===== src/hw/sli_params.svh =====
// timing and encoding constants for the status indicator encoder
`ifndef SLI_PARAMS_SVH
`define SLI_PARAMS_SVH
`define SLI_CLK_HZ 100000000
`define SLI_TICK_HZ 8
`define SLI_TICK_CYCLES (`SLI_CLK_HZ / `SLI_TICK_HZ)
`define SLI_HALF_FAST 2
`define SLI_HALF_SLOW 8
`define SLI_ADDR_CTRL 32'h0000_0000
`define SLI_ADDR_OPT 32'h0000_0004
`define SLI_ADDR_STAT 32'h0000_0008
`define SLI_LED_OFF 2'h0
`define SLI_LED_GREEN 2'h1
`define SLI_LED_RED 2'h2
`define SLI_LED_ORANGE 2'h3
`endif


===== src/hw/sli_pkg.sv =====
// types shared by the status indicator encoder
package sli_pkg;
	typedef enum logic [1:0] {
		SLI_OFF = 2'h0,
		SLI_GREEN = 2'h1,
		SLI_RED = 2'h2,
		SLI_ORANGE = 2'h3
	} sli_colour_t;
	typedef enum logic [2:0] {
		SLI_STEADY = 3'h1,
		SLI_SLOW = 3'h2,
		SLI_FAST = 3'h4
	} sli_pattern_t;
endpackage


===== src/hw/sli_timebase.sv =====
// shared flash time base: 2 Hz and 0.5 Hz phases from one divider
`timescale 1ns/10ps
`default_nettype none
`include "sli_params.svh"
module sli_timebase #(
	parameter int TICK_CYCLES = `SLI_TICK_CYCLES
) (
	input wire logic sys_clk,
	input wire logic resetn,
	output logic fastPhase,
	output logic slowPhase
);
	logic [31:0] divReg;
	logic [3:0] tickReg;
	logic tick;
	assign tick = (divReg == 32'(TICK_CYCLES - 1));
	always_ff @(posedge sys_clk or negedge resetn) begin
		if (!resetn) begin
			divReg <= 32'h0;
		end else if (tick) begin
			divReg <= 32'h0;
		end else begin
			divReg <= divReg + 32'h1;
		end
	end
	// one counter feeds both rates, so flashes stay in phase
	always_ff @(posedge sys_clk or negedge resetn) begin
		if (!resetn) begin
			tickReg <= 4'h0;
		end else if (tick) begin
			tickReg <= tickReg + 4'h1;
		end
	end
	assign fastPhase = ~tickReg[1];
	assign slowPhase = ~tickReg[3];
endmodule
`default_nettype wire


===== src/hw/sli_ahb_slave.sv =====
// AHB-Lite register slave holding status inputs and a read-back word
`timescale 1ns/10ps
`default_nettype none
`include "sli_params.svh"
module sli_ahb_slave (
	input wire logic sys_clk,
	input wire logic resetn,
	input wire logic hsel,
	input wire logic [31:0] haddr,
	input wire logic [1:0] htrans,
	input wire logic hwrite,
	input wire logic [2:0] hsize,
	input wire logic [31:0] hwdata,
	input wire logic hready,
	output logic hreadyout,
	output logic hresp,
	output logic [31:0] hrdata,
	output logic [15:0] ctrlReg,
	output logic [7:0] optReg,
	input wire logic [31:0] statIn
);
	logic wrPend;
	logic [31:0] addrReg;
	logic take;
	logic [15:0] ctrlNow;
	logic [7:0] optNow;
	assign take = hsel && hready && htrans[1];
	assign hreadyout = 1'b1;
	assign hresp = 1'b0;
	always_ff @(posedge sys_clk or negedge resetn) begin
		if (!resetn) begin
			wrPend <= 1'b0;
			addrReg <= 32'h0;
		end else begin
			wrPend <= take && hwrite;
			if (take) begin
				addrReg <= haddr;
			end
		end
	end
	always_ff @(posedge sys_clk or negedge resetn) begin
		if (!resetn) begin
			ctrlReg <= 16'h0;
			optReg <= 8'h0;
		end else if (wrPend) begin
			if (addrReg == `SLI_ADDR_CTRL) begin
				ctrlReg <= hwdata[15:0];
			end
			if (addrReg == `SLI_ADDR_OPT) begin
				optReg <= hwdata[7:0];
			end
		end
	end
	// a write still in its data phase is forwarded, so a read right behind
	// it sees the new word rather than a stale one
	assign ctrlNow = (wrPend && addrReg == `SLI_ADDR_CTRL) ? hwdata[15:0]
		: ctrlReg;
	assign optNow = (wrPend && addrReg == `SLI_ADDR_OPT) ? hwdata[7:0]
		: optReg;
	// read data registered at the address phase; unmapped reads zero
	always_ff @(posedge sys_clk or negedge resetn) begin
		if (!resetn) begin
			hrdata <= 32'h0;
		end else if (take && !hwrite) begin
			if (haddr == `SLI_ADDR_CTRL) begin
				hrdata <= {16'h0, ctrlNow};
			end else if (haddr == `SLI_ADDR_OPT) begin
				hrdata <= {24'h0, optNow};
			end else if (haddr == `SLI_ADDR_STAT) begin
				hrdata <= statIn;
			end else begin
				hrdata <= 32'h0;
			end
		end
	end
endmodule
`default_nettype wire


===== src/hw/sli_led_encoder.sv =====
// front-panel status indicator encoder with AHB-Lite status registers
// Summary of operation
// - fieldbus steady green while cyclic communication runs normally
// - fieldbus green 0.5 Hz when data exchange exists but not full operation
// - fieldbus steady red when legacy serial selected and bus idle
// - fieldbus red 0.5 Hz when legacy serial active without process data
// - fieldbus red 2 Hz on config fault, lost exchange, baud search, no link
// - option dark when board absent or no drive object
// - option steady green when board ready
// - option green 0.5 Hz for board-specific condition
// - option red 2 Hz on option fault or board not yet ready
// - unit and fieldbus red 2 Hz when bus communication interrupted
// - unit and option orange 0.5 Hz during Ethernet board firmware update
// - fieldbus dark until first cyclic communication unless a fault or legacy serial is flagged
// - unit steady green when ready and error free
//
// Register access over AHB-Lite and the register addresses were decided locally.
`timescale 1ns/10ps
`default_nettype none
`include "sli_params.svh"
module sli_led_encoder
	import sli_pkg::*;
#(
	parameter int TICK_CYCLES = `SLI_TICK_CYCLES
) (
	input wire logic sys_clk,
	input wire logic resetn,
	input wire logic hsel,
	input wire logic [31:0] haddr,
	input wire logic [1:0] htrans,
	input wire logic hwrite,
	input wire logic [2:0] hsize,
	input wire logic [31:0] hwdata,
	input wire logic hready,
	output logic hreadyout,
	output logic hresp,
	output logic [31:0] hrdata,
	output logic [1:0] unitLed,
	output logic [1:0] fieldbusLed,
	output logic [1:0] optionLed,
	output logic [1:0] spareLed
);
	logic [15:0] ctrlReg;
	logic [7:0] optReg;
	logic fastPhase;
	logic slowPhase;
	logic cyclicOk, dataExchange, serialSel, serialActive, procDataRx;
	logic cfgFault, lostExchange, baudSearch, noLink, commInterrupt;
	logic unitReady, unitError, fwUpdate;
	logic optPresent, optReady, optObject, optSpecial, optFault;
	logic seenCyclic_reg;
	logic [1:0] unitNext, fbNext, optNext;
	logic [31:0] statWord;
	// control bits written by firmware
	assign cyclicOk = ctrlReg[0];
	assign dataExchange = ctrlReg[1];
	assign serialSel = ctrlReg[2];
	assign serialActive = ctrlReg[3];
	assign procDataRx = ctrlReg[4];
	assign cfgFault = ctrlReg[5];
	assign lostExchange = ctrlReg[6];
	assign baudSearch = ctrlReg[7];
	assign noLink = ctrlReg[8];
	assign commInterrupt = ctrlReg[9];
	assign unitReady = ctrlReg[10];
	assign unitError = ctrlReg[11];
	assign fwUpdate = ctrlReg[12];
	assign optPresent = optReg[0];
	assign optReady = optReg[1];
	assign optObject = optReg[2];
	assign optSpecial = optReg[3];
	assign optFault = optReg[4];
	assign statWord = {21'h0, fastPhase, slowPhase, seenCyclic_reg,
		spareLed, optionLed, fieldbusLed, unitLed};

	sli_ahb_slave bus (
		.sys_clk(sys_clk),
		.resetn(resetn),
		.hsel(hsel),
		.haddr(haddr),
		.htrans(htrans),
		.hwrite(hwrite),
		.hsize(hsize),
		.hwdata(hwdata),
		.hready(hready),
		.hreadyout(hreadyout),
		.hresp(hresp),
		.hrdata(hrdata),
		.ctrlReg(ctrlReg),
		.optReg(optReg),
		.statIn(statWord)
	);

	sli_timebase #(.TICK_CYCLES(TICK_CYCLES)) tb (
		.sys_clk(sys_clk),
		.resetn(resetn),
		.fastPhase(fastPhase),
		.slowPhase(slowPhase)
	);

	// sticky: once cyclic traffic has happened the fieldbus LED may light
	always_ff @(posedge sys_clk or negedge resetn) begin
		if (!resetn) begin
			seenCyclic_reg <= 1'b0;
		end else if (cyclicOk) begin
			seenCyclic_reg <= 1'b1;
		end
	end

	// unit indicator; bus interruption outranks firmware update
	always_comb begin
		unitNext = `SLI_LED_OFF;
		if (commInterrupt) begin
			unitNext = fastPhase ? `SLI_LED_RED : `SLI_LED_OFF;
		end else if (fwUpdate) begin
			unitNext = slowPhase ? `SLI_LED_ORANGE : `SLI_LED_OFF;
		end else if (unitReady && !unitError) begin
			unitNext = `SLI_LED_GREEN;
		end
	end

	// fieldbus indicator; faults first, then legacy serial, then healthy
	always_comb begin
		fbNext = `SLI_LED_OFF;
		if (commInterrupt) begin
			fbNext = fastPhase ? `SLI_LED_RED : `SLI_LED_OFF;
		end else if (cfgFault || lostExchange || baudSearch || noLink) begin
			fbNext = fastPhase ? `SLI_LED_RED : `SLI_LED_OFF;
		end else if (serialSel && !serialActive) begin
			fbNext = `SLI_LED_RED;
		end else if (serialSel && !procDataRx) begin
			fbNext = slowPhase ? `SLI_LED_RED : `SLI_LED_OFF;
		end else if (!seenCyclic_reg && !cyclicOk) begin
			fbNext = `SLI_LED_OFF;
		end else if (cyclicOk) begin
			fbNext = `SLI_LED_GREEN;
		end else if (dataExchange) begin
			fbNext = slowPhase ? `SLI_LED_GREEN : `SLI_LED_OFF;
		end
	end

	// option-slot indicator
	always_comb begin
		optNext = `SLI_LED_OFF;
		if (fwUpdate) begin
			optNext = slowPhase ? `SLI_LED_ORANGE : `SLI_LED_OFF;
		end else if (!optPresent || !optObject) begin
			optNext = `SLI_LED_OFF;
		end else if (optFault || !optReady) begin
			optNext = fastPhase ? `SLI_LED_RED : `SLI_LED_OFF;
		end else if (optSpecial) begin
			optNext = slowPhase ? `SLI_LED_GREEN : `SLI_LED_OFF;
		end else begin
			optNext = `SLI_LED_GREEN;
		end
	end

	// outputs registered so the pins never glitch
	always_ff @(posedge sys_clk or negedge resetn) begin
		if (!resetn) begin
			unitLed <= `SLI_LED_OFF;
			fieldbusLed <= `SLI_LED_OFF;
			optionLed <= `SLI_LED_OFF;
			spareLed <= `SLI_LED_OFF;
		end else begin
			unitLed <= unitNext;
			fieldbusLed <= fbNext;
			optionLed <= optNext;
			spareLed <= `SLI_LED_OFF;
		end
	end

	a_spare_dark: assert property (@(posedge sys_clk) disable iff (!resetn)
		spareLed == `SLI_LED_OFF) else $error("spare lit");
	a_fb_green: assert property (@(posedge sys_clk) disable iff (!resetn)
		(cyclicOk && !commInterrupt && !cfgFault && !lostExchange
		&& !baudSearch && !noLink && !serialSel) |=> fieldbusLed
		== `SLI_LED_GREEN) else $error("fieldbus not green");
	a_fb_dark_first: assert property (@(posedge sys_clk)
		disable iff (!resetn) (!seenCyclic_reg && !cyclicOk && !commInterrupt
		&& !cfgFault && !lostExchange && !baudSearch && !noLink && !serialSel)
		|=> fieldbusLed == `SLI_LED_OFF) else $error("fieldbus early");
	a_fb_serial_red: assert property (@(posedge sys_clk)
		disable iff (!resetn) (serialSel && !serialActive && !commInterrupt
		&& !cfgFault && !lostExchange && !baudSearch && !noLink)
		|=> fieldbusLed == `SLI_LED_RED) else $error("serial red");
	a_fb_fault_flash: assert property (@(posedge sys_clk)
		disable iff (!resetn) (noLink && !commInterrupt)
		|=> fieldbusLed == ($past(fastPhase) ? `SLI_LED_RED : `SLI_LED_OFF))
		else $error("fault flash");
	a_unit_green: assert property (@(posedge sys_clk) disable iff (!resetn)
		(unitReady && !unitError && !commInterrupt && !fwUpdate)
		|=> unitLed == `SLI_LED_GREEN) else $error("unit not green");
	a_intr_phase: assert property (@(posedge sys_clk) disable iff (!resetn)
		commInterrupt |=> unitLed == fieldbusLed) else $error("phase");
	a_fw_orange: assert property (@(posedge sys_clk) disable iff (!resetn)
		(fwUpdate && !commInterrupt) |=> unitLed == optionLed)
		else $error("fw update phase");
	a_opt_dark: assert property (@(posedge sys_clk) disable iff (!resetn)
		(!optPresent && !fwUpdate) |=> optionLed == `SLI_LED_OFF)
		else $error("option lit");
	a_opt_green: assert property (@(posedge sys_clk) disable iff (!resetn)
		(optPresent && optObject && optReady && !optFault && !optSpecial
		&& !fwUpdate) |=> optionLed == `SLI_LED_GREEN)
		else $error("option not green");
	a_fb_slow_green: assert property (@(posedge sys_clk)
		disable iff (!resetn) (dataExchange && !cyclicOk && seenCyclic_reg
		&& !commInterrupt && !cfgFault && !lostExchange && !baudSearch
		&& !noLink && !serialSel) |=> fieldbusLed
		== ($past(slowPhase) ? `SLI_LED_GREEN : `SLI_LED_OFF))
		else $error("fieldbus green flash");
	a_fb_serial_slow: assert property (@(posedge sys_clk)
		disable iff (!resetn) (serialSel && serialActive && !procDataRx
		&& !commInterrupt && !cfgFault && !lostExchange && !baudSearch
		&& !noLink) |=> fieldbusLed
		== ($past(slowPhase) ? `SLI_LED_RED : `SLI_LED_OFF))
		else $error("serial red flash");
	a_opt_special: assert property (@(posedge sys_clk)
		disable iff (!resetn) (optPresent && optObject && optReady
		&& !optFault && optSpecial && !fwUpdate) |=> optionLed
		== ($past(slowPhase) ? `SLI_LED_GREEN : `SLI_LED_OFF))
		else $error("option green flash");
	a_opt_fault: assert property (@(posedge sys_clk)
		disable iff (!resetn) (optPresent && optObject
		&& (optFault || !optReady) && !fwUpdate) |=> optionLed
		== ($past(fastPhase) ? `SLI_LED_RED : `SLI_LED_OFF))
		else $error("option red flash");
	a_intr_red: assert property (@(posedge sys_clk) disable iff (!resetn)
		commInterrupt |=> unitLed
		== ($past(fastPhase) ? `SLI_LED_RED : `SLI_LED_OFF))
		else $error("unit red flash");
	a_fw_flash: assert property (@(posedge sys_clk) disable iff (!resetn)
		(fwUpdate && !commInterrupt) |=> unitLed
		== ($past(slowPhase) ? `SLI_LED_ORANGE : `SLI_LED_OFF))
		else $error("unit orange flash");
	// slow edges must coincide with fast edges or flashes drift apart
	a_phase_nest: assert property (@(posedge sys_clk) disable iff (!resetn)
		$rose(slowPhase) |-> $rose(fastPhase))
		else $error("phases apart");
	a_seen_sticky: assert property (@(posedge sys_clk) disable iff (!resetn)
		seenCyclic_reg |=> seenCyclic_reg)
		else $error("first cyclic lost");
endmodule
`default_nettype wire


===== config.mk =====
export PLATFORM = sky130hd
export DESIGN_NAME = sli_led_encoder
export DESIGN_NICKNAME = d
export VERILOG_FILES = /design/src/hw/sli_pkg.sv /design/src/hw/sli_timebase.sv /design/src/hw/sli_ahb_slave.sv /design/src/hw/sli_led_encoder.sv
export VERILOG_INCLUDE_DIRS = /design/src /design/src/hw
export SDC_FILE = /design/constraint.sdc
export NUM_CORES = 1
export LEC_CHECK = 0
export ABC_AREA = 1
export BUFFER_PORTS_ARGS = -buffer_cell sky130_fd_sc_hd__buf_2
export CAP_MARGIN = 25
export CORE_MARGIN = 5
export CORE_UTILIZATION = 56
export CTS_CLUSTER_DIAMETER = 200
export DETAILED_ROUTE_END_ITERATION = 6
export PLACE_DENSITY_LB_ADDON = 0.05
export SYNTH_ARGS = -nofsm -noshare
export SYNTH_HDL_FRONTEND = slang
export SYNTH_SLANG_ARGS = --single-unit

===== constraint.sdc =====
create_clock -name sys_clk -period 1.64 [get_ports sys_clk]
set_input_delay 0.164 -clock sys_clk [delete_from_list [all_inputs] [get_ports sys_clk]]
set_output_delay 0.164 -clock sys_clk [all_outputs]
set_load 0.005 [all_outputs]

Yosys cells after proc, flatten, opt, wreduce, memory -nomap -nowiden
Cells that the tools add are included.
{ "totals": {"word_cells": 71, "regBits": 132, "out_inout_bits": 42, "inputBits": 74} }
{ "classes": {"muxes": 24, "add_sub_neg": 2, "n_reduce_logical": 28, "n_eq_ne": 4, "n_bitwise": 2} }
{ "ops": {"columns": ["op", "count"], "rows": [
  ["$mux 32", 3],
  ["$eq 32x3->1 const B", 2],
  ["$logic_not 32->1", 2],
  ["$add 32x1->32 const B", 1],
  ["$eq 32x24->1 const B", 1],
  ["$eq 32x4->1 const B", 1],
  ["$mux 2", 12],
  ["$mux 16", 1],
  ["$mux 11", 1],
  ["$logic_and 1x1->1", 10],
  ["$logic_not 1->1", 9],
  ["$mux 8", 1],
  ["$mux 1", 6],
  ["$logic_or 1x1->1", 5],
  ["$add 4x1->4 const B", 1],
  ["$reduce_and 2->1", 2],
  ["$not 1->1", 2]
]} }

Depth between registers and ports, before layout
{ "depth": {"ltp_word": 8, "mapped_depth": 11, "mapped_depth_nobuf": 11} }

Cells and area by module
A second synthesis with hierarchy kept.
{ "hier_totals": {"cells_unflattened": 942, "hier_area_um2": 7045.5} }
{ "by_module_without_submodules": {"columns": ["module", "seq_area_each_um2", "instances", "cells_each", "area_per_inst_um2"], "rows": [
  ["sli_ahb_slave", 2227.1, 1, 553, 4410.5],
  ["sli_timebase", 900.9, 1, 340, 2270.9],
  ["sli_led_encoder", 175.2, 1, 49, 364.1]
]} }

Least setup slack after synthesis
Ideal clock, no wire load.
{ "synth_timing": {"path_kind": "flip-flop to flip-flop", "startpoint": "register tb.divReg[0]", "endpoint": "register tb.divReg[22]", "t_arrival_ns": 1.389, "path_buffers": 0, "synth_period_minus_slack_ns": 1.507, "stages_incl_launch_ff": 11, "path_slack_ns": 0.133, "setup_ns": 0.118, "required_time_ns": 1.522, "cell_sequence": "dfrtp_1 -> ha_1 -> nand2_1 -> nor2_1 -> nand2_1 -> nor3_2 -> nand2_1 -> nor2_1 -> nand2_1 -> xor2_1 -> inv_1"} }
{ "synth_between": {"elab_chain_cells": 2, "elab_cells_between_ends": 3} }
{ "synth_rtl": {"columns": ["element", "line_no", "source"], "rows": [
  ["start, declared", "sli_timebase.sv:13", "logic [31:0] divReg;"],
  ["start signal, assigned", "sli_timebase.sv:23", "divReg <= divReg + 32'h1;"],
  ["$add 32x1->32 or $eq 32x24->1 (tied branches)", "sli_timebase.sv:23, sli_timebase.sv:16", null],
  ["$mux 32 (*)", "sli_timebase.sv:20", "end else if (tick) begin"]
]} }
Every way passes the cells marked *; elsewhere a longest branch is shown, timed or not.
A chain may end at the register's enable or synchronous reset.

Worst setup path in the final report
{ "layout_timing": {"startpoint": "register tb.divReg[1]", "endpoint": "register tb.divReg[18]"} }
Same word-level chain as after synthesis.

==> results.yml <==
clock_network:
  cts_tree: "built"
  clk_latency_ps: 530
  cts-root-buf: "clkbuf_8"
  cts_made_buffers: 17
  clockBufferDepth: 2
  clkTransAtPathRegs_ps: 60
  h-tree-depth: 4
  cts.sinks: 116
routing:
  firstDrtPassIters: 5
  finalWirelength_um: 16240
  drc_errors: 0
  detail-route-antenna-nets: 0
  vias: 5602
  routedWlPerCell_um: 14.78
  drtIter0Drc: 413
  vias_per_cell: 5.097
power_and_ir_drop:
  p_leak_nw: 4.108
  ir_drop_uv: 812.7
  power_mw: 7.185
  pwr_density_cell_nw_per_um2: 871.6
setup_path:
  crit_slowest_cell: "dfrtp_1"
  cp_cell_sequence: "ha_4 > nand2_4 > nor2_4 > nand2_2 > nor3_4 > nand2_1 > nor2_2 > buf_4 > o21ai_2 > a21oi_2"
  crit_fanout: 3
  end_kind: "flop"
  cp.required_ps: 2090
  crit_path_start_kind: "flop"
  setup.worst_path.class: "flop to flop"
  worst_ep_arrival_time_ps: 2130
  crit_path_max_incr_delay_ps: 400
sta:
  fin_skew_ps: 7.490
  fmax_ghz: 0.5948
  setup_ws_ps: -41.37
  fin_crit_sh: 1.025
  rsz0062_at_grt: "true"
  hold_viol: 0
  fin_crit_ps: 1681
  slew_violations: 0
  finalSetupViolCount: 4
  whs_ps: 80.78
synth:
  synth_area_sq_um: 6100
  ys_seq_area_frac: 0.4759
  ys.flop_type: "dfrtp_1"
  synthCells: 763
  avgSynthCellArea_sq_um: 7.994
  synth_async_sr_flop_share: 1.000
  ys_warn_count: 0
  synth.area.top_cells: "dfrtp_1 (48%), nand2_1 (12%), inv_1 (6.0%), nor2_1 (5.4%), nand3_1 (4.3%)"
  synth_commonest_cells: "nand2_1 (198), dfrtp_1 (116), inv_1 (97)"
  synth_cell_types: 43
  synth-edff-count: 0
  yosysMostFrequentCell: "nand2_1"
  synth_top_area_share: 0.4759
  synth_seq_cells: 116
  synth_largest_area_cell: "dfrtp_1"
floorplanning:
  ios: 116
  die_x_um: 114.4
  initial_core_util: 0.5677
  core_area_sq_um: 10750
  row_count: 38
  die-area_sq_um: 13080
  die_h_um: 114.4
global_routing:
  antenna_found_initial: 0
  grt_usage: 0.2486
  grt_overflow_total: 0
  grt_pass1_wl_um: 25640
  grt_start_max_net_pins: 47
  first_global_vias: 5568
placement:
  port_buffers: 75
  placed_area_sq_um: 6777
  post-place-ws_ps: -42.37
  place_congestion: 0.9095
  dp_hpwl_um: 10730
final_layout:
  fillerInstances: 797
  fin_area_sq_um: 8243
  largestRegisters: "bus.addrReg (32), tb.divReg (32)"
  final_util: 0.7671
  fin_nets: 1022
  syn_to_final_growth_pct: 35.14
  antenna_cells: 0
  drive_above_1_share: 0.2565
run_status:
  violations: "negative setup slack"
  status: "finished with violations"
flow_run:
  cap_violations: 0
worst_hold_path:
  hold_path.class: "input port to flop"
==> worst paths after layout <==
check,from,end,slack [ps],depth (start not counted)
hold / removal,haddr[3],bus.hrdata[9],80,5
setup / recovery,tb.divReg[1],tb.divReg[18],-40,10
setup reg to reg,tb.divReg[1],tb.divReg[18],-40,10
hold reg to reg,bus.ctrlReg[11],unitLed[0],480,1
max in group asynchronous,resetn,tb.divReg[3],990,3
min in group asynchronous,resetn,tb.divReg[28],90,2
==> layout by cell type, fill, tap and decap left out, drive strengths merged, types with 7 or more instances in the layout <==
cell type    netlist  final
o21ai             48     48
clkbuf             7     21
nand4             14     14
buf               21    123
nand2            203    204
conb               2     20
xor2              17     17
xnor2              8      8
nor3              20     20
nand3             58     58
and2               9      9
dfrtp            116    116
dlygate4sd3        0     49
nor2             106    106
inv              100    101
clkinvlp           0      9
o21a               7      7
==> cells by family after synthesis <==
group / share of synthesized area
xor+xnor: 0.03590
buf+inv: 0.09497
fa+ha+maj: 0.004102
compound gates: 0.06626
simple gates: 0.3216
flops: 0.4759
other cells: 0.001231
==> layout make-up <==
type                       instances  area [sq um]  area share
clock inverter                    11         101.3     0.01230
inverter                         103         391.6     0.04751
sequential                       116          2905      0.3525
tap                              140         175.2     0.02125
multi-input combinational        535          2910      0.3531
clock buffer                      21         469.2     0.05692
timing repair inverter             1         5.005   0.0006072
timing repair buffer             172          1285      0.1559
==> per-layer routing <==
layer / track usage / vias to the layer above / wire (um)
li1: - / 2743 / -
met1: 0.2987 / 2636 / 6720
met2: 0.4336 / 184 / 8361
met3: 0.05338 / 39 / 769
met4: 0.1006 / 0 / 390
met5: 0 / - / 0
==> timing repair <==
item                                    in CTS  in global routing
hold buffers                                49                  0
endpoints found under the setup margin       5                 51
pin swaps                                    0                 26
endpoints found under the hold margin      179                  0
setup buffers                                0                 20
cloned                                       0                  2
resized for setup                            5                 63
==> worst max-delay path: cells and delay by family, from the launching register on <==
kind / cells / cell delay, ps
adders and majority gates: 1 / 180
and+or+nand+nor: 6 / 710
buffers and inverters: 1 / 150
AOI/OAI and AO/OA: 2 / 160
DFF: 1 / 400
==> where the power goes <==
part	internal [mW]	switching, mW	total [mW]
Clock	2.16	1.34	3.50
Sequential	2.99	0.0775	3.07
Combinational	0.265	0.344	0.609
Total	5.42	1.76	7.18
==> per-stage QoR <==
stage               instances  setup TNS (ps)
detailed placement        996          -42.37
finish                   1099          -99.44
global placement          996          -39.56
global route             1099           -2167
CTS                      1077               0
floorplan                 781               0
No activity file was read; power rests on OpenSTA's default activity.
